**config.mk**
```make
export PLATFORM = sky130hd
export DESIGN_NAME = sih_header
export DESIGN_NICKNAME = d
export VERILOG_FILES = /design/src/common/sih_pkg.sv /design/src/common/sih_frm_if.sv /design/src/verilog/sih_frame_ctr.sv /design/src/verilog/sih_header.sv
export SDC_FILE = /design/constraint.sdc
export NUM_CORES = 1
export LEC_CHECK = 0
export BUFFER_PORTS_ARGS = -buffer_cell sky130_fd_sc_hd__clkbuf_2
export CAP_MARGIN = 30
export CORE_MARGIN = 10
export CORE_UTILIZATION = 44
export DETAILED_ROUTE_END_ITERATION = 6
export PLACE_DENSITY = 0.69
export SLEW_MARGIN = 25
export SYNTH_ARGS = -nofsm -noshare
export SYNTH_HDL_FRONTEND = slang
export SYNTH_HIERARCHICAL = 1
export SYNTH_SLANG_ARGS = --single-unit
```
**constraint.sdc**
```tcl
create_clock -name pclk -period 2.25 [get_ports pclk]
set_clock_uncertainty 0.2 [all_clocks]
set_input_delay 0.225 -clock pclk [delete_from_list [all_inputs] [get_ports pclk]]
set_output_delay 0.225 -clock pclk [all_outputs]
set_load 0.005 [all_outputs]
```
**src/common/sih_pkg.sv**
```systemverilog
package sih_pkg;
    // header layout
    localparam int HDR_W = 50;
    localparam int VER_POS = 0;
    localparam int VER_W = 4;
    localparam logic [3:0] VER_VALUE = 4'h0;
    localparam int NCFG_POS = 4;
    localparam int CDN_POS = 5;
    localparam int CDN_W = 11;
    localparam int OPID_POS = 16;
    localparam int OPID_W = 8;
    localparam int RSYN_POS = 24;
    localparam int NSCH_POS = 25;
    localparam int FIDX_POS = 26;
    localparam int FIDX_W = 22;
    localparam int PER_POS = 48;
    localparam int PER_W = 2;
    // register byte addresses
    localparam logic [7:0] ADDR_CTRL = 8'h00;
    localparam logic [7:0] ADDR_CDN = 8'h04;
    localparam logic [7:0] ADDR_FIDX = 8'h08;
    localparam logic [7:0] ADDR_ISTAT = 8'h0C;
    localparam logic [7:0] ADDR_IMASK = 8'h10;
    // control register fields
    localparam int CTRL_NCFG = 1;
    localparam int CTRL_RSYN = 2;
    localparam int CTRL_NSCH = 3;
    localparam int CTRL_PER_LO = 4;
    localparam int CTRL_OPID_LO = 8;
    localparam logic [31:0] CTRL_RST = 32'h0000_0000;
    // interrupt bits
    localparam int IRQ_W = 3;
    localparam int IRQ_FRAME = 0;
    localparam int IRQ_EVENT = 1;
    localparam int IRQ_DAY = 2;
    localparam logic [2:0] IMASK_RST = 3'h0;
endpackage : sih_pkg

```
**src/common/sih_frm_if.sv**
```systemverilog
`timescale 1ns/1ns
`default_nettype none
// carries frame boundary events and counter state
interface sih_frm_if;
    logic boundary;  // one-cycle frame boundary
    logic midnight;  // one-cycle day wrap request
    logic load_req;  // countdown reload pending
    logic [10:0] load_val;
    logic [10:0] countdown;
    logic [21:0] frame_idx;
    logic event_hit;  // countdown just reached zero
    logic day_wrap;   // index forced to zero this boundary
    modport ctl (output boundary, output midnight, output load_req,
        output load_val, input countdown, input frame_idx,
        input event_hit, input day_wrap);
    modport cnt (input boundary, input midnight, input load_req,
        input load_val, output countdown, output frame_idx,
        output event_hit, output day_wrap);
endinterface : sih_frm_if
`default_nettype wire

```
**src/verilog/sih_frame_ctr.sv**
```systemverilog
`timescale 1ns/1ns
`default_nettype none
module sih_frame_ctr
    import sih_pkg::*;
(
    input wire logic pclk,     // system clock
    input wire logic presetn,  // async reset, low
    sih_frm_if.cnt frm         // boundary events and counters
);
    logic [CDN_W-1:0] cdn_r;
    logic [CDN_W-1:0] cdn_nxt;
    logic [FIDX_W-1:0] fidx_r;
    logic [FIDX_W-1:0] fidx_nxt;
    logic hit_r;
    logic wrap_r;
    logic midn_pend_r;

    // a reload wins over the running decrement
    assign cdn_nxt = frm.load_req ? frm.load_val :
        (cdn_r != '0) ? cdn_r - 1'b1 : cdn_r;
    // midnight held until the next boundary so that frame gets index 0
    assign fidx_nxt = (midn_pend_r | frm.midnight) ? '0 :
        fidx_r + 1'b1;

    // counters move only on the boundary pulse
    always_ff @(posedge pclk or negedge presetn) begin
        if (!presetn) begin
            cdn_r <= '0;
            fidx_r <= '0;
            hit_r <= 1'b0;
            wrap_r <= 1'b0;
            midn_pend_r <= 1'b0;
        end else begin
            hit_r <= 1'b0;
            wrap_r <= 1'b0;
            if (frm.boundary) begin
                cdn_r <= cdn_nxt;
                fidx_r <= fidx_nxt;
                hit_r <= (cdn_r == 11'h001) && !frm.load_req;
                wrap_r <= midn_pend_r | frm.midnight;
                midn_pend_r <= 1'b0;
            end else if (frm.midnight) begin
                midn_pend_r <= 1'b1;
            end
        end
    end

    assign frm.countdown = cdn_r;
    assign frm.frame_idx = fidx_r;
    assign frm.event_hit = hit_r;
    assign frm.day_wrap = wrap_r;

    a_cdn_step: assert property (
        @(posedge pclk) disable iff (!presetn)
        frm.boundary && !frm.load_req && cdn_r != '0
        |=> cdn_r == $past(cdn_r) - 11'h001)
        else $error("countdown did not step down");
    a_fidx_hold: assert property (
        @(posedge pclk) disable iff (!presetn)
        !frm.boundary |=> $stable(fidx_r))
        else $error("frame index moved off a boundary");
    // a latched midnight counts as well as one in the boundary cycle
    a_fidx_wrap: assert property (
        @(posedge pclk) disable iff (!presetn)
        frm.boundary && (midn_pend_r || frm.midnight) |=> fidx_r == '0)
        else $error("frame index not zeroed at midnight");
endmodule : sih_frame_ctr
`default_nettype wire

```
**src/verilog/sih_header.sv**
```systemverilog
`timescale 1ns/1ns
`default_nettype none
module sih_header
    import sih_pkg::*;
(
    input wire logic pclk,           // system clock, 25 MHz
    input wire logic presetn,        // async reset, low
    input wire logic psel,           // apb select
    input wire logic penable,        // apb access phase
    input wire logic pwrite,         // apb write
    input wire logic [7:0] paddr,    // apb byte address
    input wire logic [31:0] pwdata,  // apb write data
    output logic [31:0] prdata,      // apb read data
    output logic pready,             // apb ready
    output logic pslverr,            // apb error, unmapped
    input wire logic frame_pin,      // frame tick, async
    input wire logic midnight_pin,   // 00:00 utc tick, async
    output logic [HDR_W-1:0] hdr,    // header bits 0..49
    output logic hdr_strobe,         // new header this cycle
    output logic irq                 // level interrupt
);
    sih_frm_if frm ();

    // two-flop synchronisers, then edge detect on the second stage
    logic [1:0] frm_sync_r;
    logic [1:0] mid_sync_r;
    logic frm_prev_r;
    logic mid_prev_r;
    logic boundary;
    logic midnight;

    always_ff @(posedge pclk or negedge presetn) begin
        if (!presetn) begin
            frm_sync_r <= 2'h0;
            mid_sync_r <= 2'h0;
            frm_prev_r <= 1'b0;
            mid_prev_r <= 1'b0;
        end else begin
            frm_sync_r <= {frm_sync_r[0], frame_pin};
            mid_sync_r <= {mid_sync_r[0], midnight_pin};
            frm_prev_r <= frm_sync_r[1];
            mid_prev_r <= mid_sync_r[1];
        end
    end

    assign boundary = frm_sync_r[1] & ~frm_prev_r;
    assign midnight = mid_sync_r[1] & ~mid_prev_r;

    // apb decode: one wait state, answer registered
    logic pready_r;
    logic pslverr_r;
    logic [31:0] prdata_r;
    logic acc;
    logic wr_ok;
    logic hit_ctrl;
    logic hit_cdn;
    logic hit_fidx;
    logic hit_istat;
    logic hit_imask;
    logic mapped;
    logic [31:0] rd_mux;

    assign acc = psel & penable & ~pready_r;
    assign wr_ok = psel & penable & pready_r & pwrite & ~pslverr_r;
    assign hit_ctrl = (paddr == ADDR_CTRL);
    assign hit_cdn = (paddr == ADDR_CDN);
    assign hit_fidx = (paddr == ADDR_FIDX);
    assign hit_istat = (paddr == ADDR_ISTAT);
    assign hit_imask = (paddr == ADDR_IMASK);
    assign mapped = hit_ctrl | hit_cdn | hit_fidx | hit_istat | hit_imask;

    // control register and its fields
    logic [31:0] ctrl_r;
    logic [31:0] ctrl_nxt;
    logic [CDN_W-1:0] load_val_r;
    logic load_req_r;
    logic [IRQ_W-1:0] istat_r;
    logic [IRQ_W-1:0] istat_nxt;
    logic [IRQ_W-1:0] imask_r;
    logic [IRQ_W-1:0] ev;

    // only network_operator_identifier, period code and three flags are writable
    localparam logic [31:0] CTRL_WMASK = 32'h0000_FF3E;

    // flags drop by themselves in the frame the event fires
    // so a stale announcement never rides into the next frame
    assign ctrl_nxt = (wr_ok && hit_ctrl) ? (pwdata & CTRL_WMASK) :
        frm.event_hit ? (ctrl_r & ~32'h0000_000E) : ctrl_r;

    // read mux; unmapped places read as zero
    assign rd_mux = hit_ctrl ? ctrl_r :
        hit_cdn ? {21'h000000, frm.countdown} :
        hit_fidx ? {10'h000, frm.frame_idx} :
        hit_istat ? {29'h00000000, istat_r} :
        hit_imask ? {29'h00000000, imask_r} : 32'h0000_0000;

    // apb answer
    always_ff @(posedge pclk or negedge presetn) begin
        if (!presetn) begin
            pready_r <= 1'b0;
            pslverr_r <= 1'b0;
            prdata_r <= 32'h0000_0000;
        end else begin
            pready_r <= acc;
            pslverr_r <= acc & ~mapped;
            if (acc && !pwrite) begin
                prdata_r <= rd_mux;
            end
        end
    end

    // answer is a one-cycle pulse, an error only rides on it
    a_ready_pulse: assert property (
        @(posedge pclk) disable iff (!presetn)
        pready_r |=> !pready_r)
        else $error("ready held longer than one cycle");
    a_slverr_pair: assert property (
        @(posedge pclk) disable iff (!presetn)
        pslverr_r |-> pready_r)
        else $error("error raised without ready");

    // event sources into sticky status; set wins over clear
    assign ev[IRQ_FRAME] = frm.boundary;
    assign ev[IRQ_EVENT] = frm.event_hit;
    assign ev[IRQ_DAY] = frm.day_wrap;
    assign istat_nxt = ((wr_ok && hit_istat) ?
        (istat_r & ~pwdata[IRQ_W-1:0]) : istat_r) | ev;

    always_ff @(posedge pclk or negedge presetn) begin
        if (!presetn) begin
            ctrl_r <= CTRL_RST;
            istat_r <= '0;
            imask_r <= IMASK_RST;
        end else begin
            ctrl_r <= ctrl_nxt;
            istat_r <= istat_nxt;
            if (wr_ok && hit_imask) begin
                imask_r <= pwdata[IRQ_W-1:0];
            end
        end
    end

    // status bits only fall on a write; events always land
    a_istat_sticky: assert property (
        @(posedge pclk) disable iff (!presetn)
        !(wr_ok && hit_istat)
        |=> (istat_r & $past(istat_r)) == $past(istat_r))
        else $error("status bit dropped without a write");
    a_bnd_sets: assert property (
        @(posedge pclk) disable iff (!presetn)
        frm.boundary |=> istat_r[IRQ_FRAME])
        else $error("frame status not set");
    a_event_sets: assert property (
        @(posedge pclk) disable iff (!presetn)
        frm.event_hit |=> istat_r[IRQ_EVENT])
        else $error("event status not set");
    a_hit_zero: assert property (
        @(posedge pclk) disable iff (!presetn)
        frm.event_hit |-> frm.countdown == '0)
        else $error("event raised with countdown not zero");

    // countdown reload waits for the next boundary; a write in the
    // boundary cycle stays pending rather than being lost
    always_ff @(posedge pclk or negedge presetn) begin
        if (!presetn) begin
            load_req_r <= 1'b0;
            load_val_r <= '0;
        end else if (wr_ok && hit_cdn) begin
            load_req_r <= 1'b1;
            load_val_r <= pwdata[CDN_W-1:0];
        end else if (boundary) begin
            load_req_r <= 1'b0;
        end
    end

    // a pending reload is consumed by exactly one boundary
    a_cdn_reload: assert property (
        @(posedge pclk) disable iff (!presetn)
        boundary && load_req_r |=> frm.countdown == $past(load_val_r))
        else $error("countdown reload not applied");
    a_load_clear: assert property (
        @(posedge pclk) disable iff (!presetn)
        boundary && !(wr_ok && hit_cdn) |=> !load_req_r)
        else $error("reload still pending after boundary");

    assign frm.boundary = boundary;
    assign frm.midnight = midnight;
    assign frm.load_req = load_req_r;
    assign frm.load_val = load_val_r;

    sih_frame_ctr u_ctr (
        .pclk(pclk),
        .presetn(presetn),
        .frm(frm)
    );

    // header is built one cycle after the boundary, once counters moved
    logic bnd_d_r;
    logic [HDR_W-1:0] hdr_r;
    logic [HDR_W-1:0] hdr_nxt;
    logic hdr_strobe_r;
    logic irq_r;

    always_comb begin
        hdr_nxt = '0;
        hdr_nxt[VER_POS +: VER_W] = VER_VALUE;
        hdr_nxt[NCFG_POS] = ctrl_r[CTRL_NCFG];
        hdr_nxt[CDN_POS +: CDN_W] = frm.countdown;
        hdr_nxt[OPID_POS +: OPID_W] = ctrl_r[CTRL_OPID_LO +: OPID_W];
        hdr_nxt[RSYN_POS] = ctrl_r[CTRL_RSYN];
        hdr_nxt[NSCH_POS] = ctrl_r[CTRL_NSCH];
        hdr_nxt[FIDX_POS +: FIDX_W] = frm.frame_idx;
        hdr_nxt[PER_POS +: PER_W] = ctrl_r[CTRL_PER_LO +: PER_W];
    end

    // snapshot held for the whole frame
    always_ff @(posedge pclk or negedge presetn) begin
        if (!presetn) begin
            bnd_d_r <= 1'b0;
            hdr_r <= '0;
            hdr_strobe_r <= 1'b0;
            irq_r <= 1'b0;
        end else begin
            bnd_d_r <= boundary;
            hdr_strobe_r <= bnd_d_r;
            irq_r <= |(istat_nxt & imask_r);
            if (bnd_d_r) begin
                hdr_r <= hdr_nxt;
            end
        end
    end

    assign hdr = hdr_r;
    assign hdr_strobe = hdr_strobe_r;
    assign irq = irq_r;
    assign prdata = prdata_r;
    assign pready = pready_r;
    assign pslverr = pslverr_r;

    // header timing: fresh two cycles after a boundary, then frozen
    a_ver_zero: assert property (
        @(posedge pclk) disable iff (!presetn)
        hdr_r[VER_POS +: VER_W] == 4'h0)
        else $error("version field not zero");
    a_hdr_stable: assert property (
        @(posedge pclk) disable iff (!presetn)
        !hdr_strobe_r |-> $stable(hdr_r))
        else $error("header changed inside a frame");
    a_strobe_pulse: assert property (
        @(posedge pclk) disable iff (!presetn)
        hdr_strobe_r |=> !hdr_strobe_r)
        else $error("header strobe longer than one cycle");
    a_hdr_after_bnd: assert property (
        @(posedge pclk) disable iff (!presetn)
        boundary |=> ##1 hdr_strobe_r)
        else $error("header strobe not two cycles after boundary");

    // counter fields match the counters they were copied from
    a_cdn_field: assert property (
        @(posedge pclk) disable iff (!presetn)
        hdr_strobe_r |-> hdr_r[CDN_POS +: CDN_W] == frm.countdown)
        else $error("countdown field mismatch");
    a_fidx_field: assert property (
        @(posedge pclk) disable iff (!presetn)
        hdr_strobe_r |-> hdr_r[FIDX_POS +: FIDX_W] == frm.frame_idx)
        else $error("frame index field mismatch");

    // software fields reflect control as it stood at the load edge
    a_opid_field: assert property (
        @(posedge pclk) disable iff (!presetn)
        hdr_strobe_r |-> hdr_r[OPID_POS +: OPID_W] ==
        $past(ctrl_r[CTRL_OPID_LO +: OPID_W]))
        else $error("network operator field mismatch");
    a_per_field: assert property (
        @(posedge pclk) disable iff (!presetn)
        hdr_strobe_r |-> hdr_r[PER_POS +: PER_W] ==
        $past(ctrl_r[CTRL_PER_LO +: PER_W]))
        else $error("period code field mismatch");
    a_ncfg_field: assert property (
        @(posedge pclk) disable iff (!presetn)
        hdr_strobe_r |-> hdr_r[NCFG_POS] ==
        $past(ctrl_r[CTRL_NCFG]))
        else $error("next configuration flag mismatch");
    a_rsyn_field: assert property (
        @(posedge pclk) disable iff (!presetn)
        hdr_strobe_r |-> hdr_r[RSYN_POS] ==
        $past(ctrl_r[CTRL_RSYN]))
        else $error("resync flag mismatch");
    a_nsch_field: assert property (
        @(posedge pclk) disable iff (!presetn)
        hdr_strobe_r |-> hdr_r[NSCH_POS] ==
        $past(ctrl_r[CTRL_NSCH]))
        else $error("next schedule flag mismatch");

    // announcements end with the event unless rewritten that cycle
    a_flags_drop: assert property (
        @(posedge pclk) disable iff (!presetn)
        frm.event_hit && !(wr_ok && hit_ctrl)
        |=> ctrl_r[CTRL_RSYN] == 1'b0 && ctrl_r[CTRL_NCFG] == 1'b0
        && ctrl_r[CTRL_NSCH] == 1'b0)
        else $error("announcement flags survived the event");

    // irq follows status and mask; a mask write shows one cycle late
    a_irq_level: assert property (
        @(posedge pclk) disable iff (!presetn)
        $stable(imask_r) |-> irq_r == |(istat_r & imask_r))
        else $error("interrupt level disagrees with status");
    a_apb_ready: assert property (
        @(posedge pclk) disable iff (!presetn)
        psel && !penable ##1 psel && penable |=> pready_r)
        else $error("apb answer not after one wait state");
endmodule : sih_header
`default_nettype wire

```
==> key figures, run 1 <==
Outcome
  • Status: finished, final reports clean

GRT
  • Grt ovf: 0
  • Global-route wire length before repair: 26.69 mm
  • Initial antenna violation count: 0
  • Largest net degree at the start of global routing: 46
  • Total Routing Usage GR: 0.1634
  • Vias in the first global route: 5104

Drt
  • Total wire length: 16.53 mm
  • WL/cell: 17.87 µm
  • Pre-Repair DR Iteration Count: 5
  • ANT nets after route: 0
  • Detailed-route via count: around 5000
  • Number of remaining DRC errors: 0
  • Via density per instance: 5.404
  • DRT iter0 DRCs: 308

Placed design
  • Port Buf Inserts: slightly above 100
  • Dpl hpwl: approximately 12 mm
  • Gpl congestion: 0.8073

Critical path
  • Setup slack, reg-to-reg: 0.06 ns
  • CP Launch Type: register
  • Arrival @ worst endpoint: ~2.3 ns
  • Critical path's largest stage delay: 0.55 ns
  • Critical Path Fanout Max: 6
  • Slowest CP cell: or3b_2
  • Critical path type: register to register
  • Worst path cell trace: inv_1 > ha_1 > or3b_2 > o31ai_2 > buf_4 > o21bai_1 > o2bb2ai_1
  • CP top delay family: simple AND/OR/NAND/NOR gates
  • Worst Reg2Reg Path Length in Cells: 7
  • Reg2reg end: u_ctr/frm.countdown[5]
  • Worst R2R Start: u_ctr/frm.countdown[1]
  • Number of buffers and inverters on the critical path: 2
  • Critical path capture point type: register
  • WP data required: 2.39 ns

Synthesis
  • Post-synthesis cell area: 6581 µm²
  • Count leader, synth: dfrtp_1
  • Average cell area after synthesis: between 10 and 15 µm²
  • Synth warnings: 6
  • Synth async-reset ratio: 1.000
  • Distinct cells, synth: 54
  • Seq/Total Area, Yosys: 0.5551
  • Ranking of synthesized cells by area: dfrtp_1, mux2_2, mux2_4
  • Top cells by count, synth: dfrtp_1, mux2_2, nand2_1
  • Post-synth EDFFs: 0
  • Post-synth top area share: 0.5551
  • Seq cells post-synth: 146
  • Synth Flop Type: dfrtp_1
  • Area leader, netlist: dfrtp_1
  • Mapped Cells: 566

Floorplanning
  • Die Ht: 142.3 µm
  • Row count: 44
  • Core ar.: 14590 µm²
  • I/O pins: 133
  • Chip width: 142.3 µm
  • Initial core utilization: 0.4511
  • DIE AREA: 20250 µm²

Layout
  • Layout Utilization: 0.5750
  • P&R area growth vs syn: 27.47%
  • # diodes: 0
  • FILL cells: between 1000 and 1500
  • Final nets: 778
  • Share of post-route cells with drive strength above 1: 0.3752

CTS
  • Clock Tree Root: clkbuf_16
  • Clock buffer count from CTS: 17
  • Htree depth: 4
  • Reg clk slew, reported paths: 0.06 ns
  • Clk Latency, worst-skew pair: 0.42 ns
  • CTS tree: built
  • Max clock buf depth: 2
  • Sink Count: 146

Timing
  • Min Clock Period, post-route: 2.185 ns
  • Final hold violation count: 0
  • Period utilization: 0.9712
  • Max Freq: 457.6 MHz
  • Max-slew violations: 0
  • Count of final setup violators: 0
  • Unrepaired setup endpoints after global routing: no
  • Final TNS setup: 0 ns

Power and ir drop
  • Worst vdd ir: 0.5010 mV
  • Leakage power: 4.115 nW
  • PD cells: between 800 and 900 nW/µm²

Worst hold path
  • Hold path endpoint: prdata[2]
  • Worst hold stages: 5
  • Worst Hold Class: input pin to register
  • HP Start: paddr[5]

Run
  • Max-Cap Viols: 0
-- layer usage --
metal	GRT usage	vias to the layer above	part of all wire
met5	0	-	0
met1	0.2081	2491	0.44
met2	0.2521	158	0.47
met4	0.06550	0	0.028
li1	-	2320	-
met3	0.05307	30	0.063
-- cells in the final DEF (no fill, tap or decap), drive strengths merged, types with 5 or more instances in the layout --
cell,netlist,layout
a21oi,22,22
a22oi,5,5
buf,24,48
clkbuf,18,124
clkinv,0,6
conb,1,14
dfrtp,146,146
dlygate4sd3,0,23
inv,9,9
mux2,74,74
mux2i,13,13
nand2,53,53
nand3,17,17
nand4,6,6
nor2,27,27
nor2b,9,9
nor3,16,16
o21ai,51,51
o2bb2ai,6,6
o31ai,5,5
or3,10,10
or4,11,11
xnor2,5,5
-- tightest hold or removal path, cell delays in order --
cell and delay (ns):
clkbuf_2 0.10, or3_4 0.13, nor2_1 0.07, nand3_1 0.06, o21ai_0 0.07
-- logic make-up (layout without fill, tap and decap cells) --
family,after synthesis,in the layout,share of synthesized area
multiplexers,88,88,0.1606
AO/OA/AOI/OAI,108,108,0.09772
AND/OR/NAND/NOR,164,164,0.1323
adder cells (fa/ha/maj),3,3,0.005704
flip-flops,146,146,0.5551
XOR/XNOR,5,5,0.006654
other,1,14,0.0005698
buffers and inverters,51,213,0.04125
-- state kept, by name (all words and copies together), names as in the netlist --
register and flops:
pready 1, u_ctr/frm.day_wrap 1, bnd_d_r 1, u_ctr/frm.frame_idx 22
imask_r 3, mid_sync_r 2, istat_r 3, frm_sync_r 2
prdata 22, u_ctr/frm.event_hit 1, hdr 46, mid_prev_r 1
hdr_strobe 1, u_ctr/midn_pend_r 1, frm.load_val 11, u_ctr/frm.countdown 11
frm.load_req 1, irq 1, pslverr 1, ctrl_r 13
frm_prev_r 1
-- final cells by class --
class	count	area, µm²	share of cell area
multi-input combinational	382	2750	0.3278
tap	184	230.2	0.02744
clock buffer	23	478.0	0.05697
clock inverter	9	105.1	0.01253
sequential	146	3657	0.4359
inverter	9	33.78	0.004027
timing repair buffer	172	1135	0.1353
-- where the power goes --
group | switching (mW) | internal [mW]
registers | 0.173 | 2.83
clock network | 1.05 | 1.72
logic | 0.527 | 0.485
-- per-stage QoR --
step / area, µm² / hold WS, ns / cells / setup WS, ns / power, mW
floorplan: 6658 / -0.2706 / 579 / 0.01444 / 3.543
global placement: 7533 / -0.02039 / 867 / 0.07524 / 3.966
detailed placement: 7533 / -0.01572 / 867 / 0.05163 / 4.010
CTS: 8347 / 0.05738 / 922 / 0.004368 / 6.819
global route: 8389 / 0.1232 / 925 / 0.01734 / 7.072
finish: 8389 / 0.07370 / 925 / 0.06486 / 6.781
-- repair_timing --
| action | 4_1_cts | 5_1_grt |
|---|---|---|
| hold endpoints to repair | 184 | 0 |
| gates resized for setup | 0 | 6 |
| hold buffers | 23 | 0 |
| buffers inserted | 0 | 2 |
| setup endpoints to repair | 0 | 10 |
-- worst max path at each step --
stage	cells after the start	start	slack [ns]	endpoint
2_1_floorplan	6	frm_prev_r	0.01	u_ctr/frm.frame_idx[20]
3_3_place_gp	5	u_ctr/frm.frame_idx[1]	0.08	u_ctr/frm.frame_idx[20]
3_5_place_dp	5	u_ctr/frm.frame_idx[1]	0.05	u_ctr/frm.frame_idx[20]
4_1_cts	5	u_ctr/frm.frame_idx[1]	0.004	u_ctr/frm.frame_idx[20]
5_1_grt	7	u_ctr/frm.countdown[1]	0.02	u_ctr/frm.countdown[5]
6_report	7	u_ctr/frm.countdown[1]	0.06	u_ctr/frm.countdown[5]
(Power assumes the default switching activity.)
==> run 2, diff against run 1 <==
--- a/config.mk
+++ b/config.mk
@@ -7,6 +7,7 @@
 export LEC_CHECK = 0
 export BUFFER_PORTS_ARGS = -buffer_cell sky130_fd_sc_hd__clkbuf_2
 export CAP_MARGIN = 30
+export CORE_ASPECT_RATIO = 2
 export CORE_MARGIN = 10
 export CORE_UTILIZATION = 44
 export DETAILED_ROUTE_END_ITERATION = 6
==> constraint.sdc (replaced) <==
create_clock -name pclk -period 1.9 [get_ports pclk]
set_clock_uncertainty 0.2 [all_clocks]
set_input_delay 0.19 -clock pclk [delete_from_list [all_inputs] [get_ports pclk]]
set_output_delay 0.19 -clock pclk [all_outputs]
set_load 0.005 [all_outputs]
==> key figures, run 2 (synthesis results as in run 1) <==
Drt
  • Total wire length: 19.24 mm
  • WL/cell: 19.77 µm
  • DRT iter0 DRCs: 255
  • Met2 WL post-DR: 10.77 mm
  • Pre-Repair DR Iteration Count: 6
  • Via density per instance: 5.422
  • ANT nets after route: 0
  • WL met1: around 6.6 mm
  • Max layer used: met4
  • Detailed-route via count: 5276
  • Wire length on met3: 1.051 mm
  • Number of remaining DRC errors: 0

Timing
  • Worst slew margin: 0.6565
  • Min Clock Period, post-route: 2.080 ns
  • Max-slew violations: 0
  • Period utilization: 1.094
  • Worst hold slack: ~0.034 ns
  • Unrepaired setup endpoints after global routing: yes
  • Worst-Margin Slew: between 0.5 and 0.6 ns
  • Max Freq: 480.9 MHz
  • Slack of the critical path: -0.1795 ns
  • Final hold violation count: 0
  • Count of final setup violators: 20

CTS
  • Clock buffer count from CTS: 17
  • Htree depth: 4
  • Max clock buf depth: 2
  • CTS tree: built
  • Sink Count: about 150
  • Clk Latency, worst-skew pair: about 0.43 ns
  • Reg clk slew, reported paths: roughly 0.060 ns
  • Clock Tree Root: clkbuf_16

Placed design
  • Port Buf Inserts: 102
  • Placed Instance Area: approximately 8000 µm²
  • Gpl congestion: 0.9144
  • Dpl hpwl: 14.01 mm

GRT
  • Global-route wire length before repair: 30.69 mm
  • Total Routing Usage GR: 0.1909
  • Grt ovf: 0
  • Largest net degree at the start of global routing: 51
  • Initial antenna violation count: 0
  • Vias in the first global route: just under 6000

Critical path
  • Worst R2R Start: u_ctr/frm.frame_idx[0]
  • Setup slack, reg-to-reg: -0.18 ns
  • Critical Path Fanout Max: 5
  • Critical path capture point type: register
  • WP data required: about 2.1 ns
  • Critical path type: register to register
  • Arrival @ worst endpoint: ~2.2 ns
  • Worst Reg2Reg Path Length in Cells: 5
  • CP startpoint: u_ctr/frm.frame_idx[0]
  • Reg2reg end: u_ctr/frm.frame_idx[20]
  • CP Launch Type: register

Layout
  • Commonest non-fill, non-tap cell in the layout: dfrtp_1
  • Final Instance Area: 8969 µm²
  • FILL cells: between 1000 and 1500
  • # diodes: 0
  • Final nets: 815
  • Leading cell types in the layout, fill and taps excluded: dfrtp_1, clkbuf_2, buf_4, mux2_2, nand2_1
  • P&R area growth vs syn: 36.27%
  • Max FFs per register: 46
  • Share of post-route cells with drive strength above 1: 0.4550

Floorplanning
  • Chip width: 106.5 µm
  • DIE AREA: roughly 21000 µm²
  • Row count: 63
  • Initial core utilization: 0.4465
  • Die Ht: 193.0 µm
  • Core ar.: 14740 µm²
  • I/O pins: 133

Power and ir drop
  • Total power: 8.548 mW
  • PD cells: 953.1 nW/µm²
  • Leakage power: 4.348 nW
  • Worst vdd ir: 0.6887 mV

Outcome
  • Failing checks: negative setup slack
  • Status: complete, but fails checks

Worst hold path
  • Hold path endpoint: pslverr
  • Worst Hold Class: input pin to register
  • HP Start: paddr[4]
  • Worst hold stages: 4

Run
  • Max-Cap Viols: 0
run 2: cell types whose count changed in the layout (fill, tap and decap cells not counted), moves of 5 or more:
cell	delta
inv_6	+5
o21ai_1	+7
or4_1	-5
or4_4	+6
buf_4	+30
o21ai_0	-9
run 2: metal layers:
layer  vias to the layer above  global-route usage
li1                       2403                   -
met1                      2630              0.1813
met2                       185              0.3626
met3                        58             0.04694
met4                         0              0.1058
met5                         -                   0
run 2: through the flow:
stage            util  setup WS, ns  std cells  setup TNS (ns)
2_1_floorplan       -       -0.2100        579          -2.263
3_3_place_gp   0.5349       -0.1199        906          -1.539
3_5_place_dp   0.5349       -0.1843        906          -2.435
4_1_cts        0.6016       -0.1607        970          -1.360
5_1_grt        0.6084       -0.2139        973          -2.972
6_report       0.6084       -0.1795        973          -1.286
run 2: repair_timing:
item / CTS / global route
setup buffers: 9 / 4
hold buffers: 21 / 0
endpoints found under the hold margin: 180 / 0
cloned: 2 / 1
resized for setup: 20 / 21
endpoints found under the setup margin: 20 / 49
pin swaps: 7 / 9
run 2: worst max-delay path, cell delays in order (launching register included):
cell and delay [ns]:
dfrtp_2 0.39, ha_4 0.15, nand3_4 0.09, or4_4 0.61, or4_4 0.44, a21oi_2 0.14
run 2: report_power, final:
part	total [mW]	switching (mW)	internal [mW]
combinational	1.72	0.861	0.863
clock	3.31	1.36	1.95
sequential	3.51	0.158	3.35
total	8.55	2.38	6.17
run 2: layout make-up:
cell class	instances	area [µm²]	share of cell area
Tap cell	195	244.0	0.02720
Sequential cell	146	3659	0.4079
Clock buffer	19	432.9	0.04827
Multi-Input combinational cell	383	2963	0.3304
Timing Repair Buffer	208	1485	0.1656
Inverter	9	33.78	0.003767
Clock inverter	13	151.4	0.01688
run 2: worst max path at each step:
| stage | slack, ns | depth (start not counted) | to |
|---|---|---|---|
| floorplan | -0.21 | 6 | u_ctr/frm.frame_idx[20] |
| global placement | -0.12 | 6 | u_ctr/frm.frame_idx[13] |
| detailed placement | -0.18 | 6 | u_ctr/frm.frame_idx[15] |
| CTS | -0.16 | 6 | u_ctr/frm.frame_idx[15] |
| global route | -0.21 | 5 | u_ctr/frm.frame_idx[20] |
| finish | -0.18 | 5 | u_ctr/frm.frame_idx[20] |
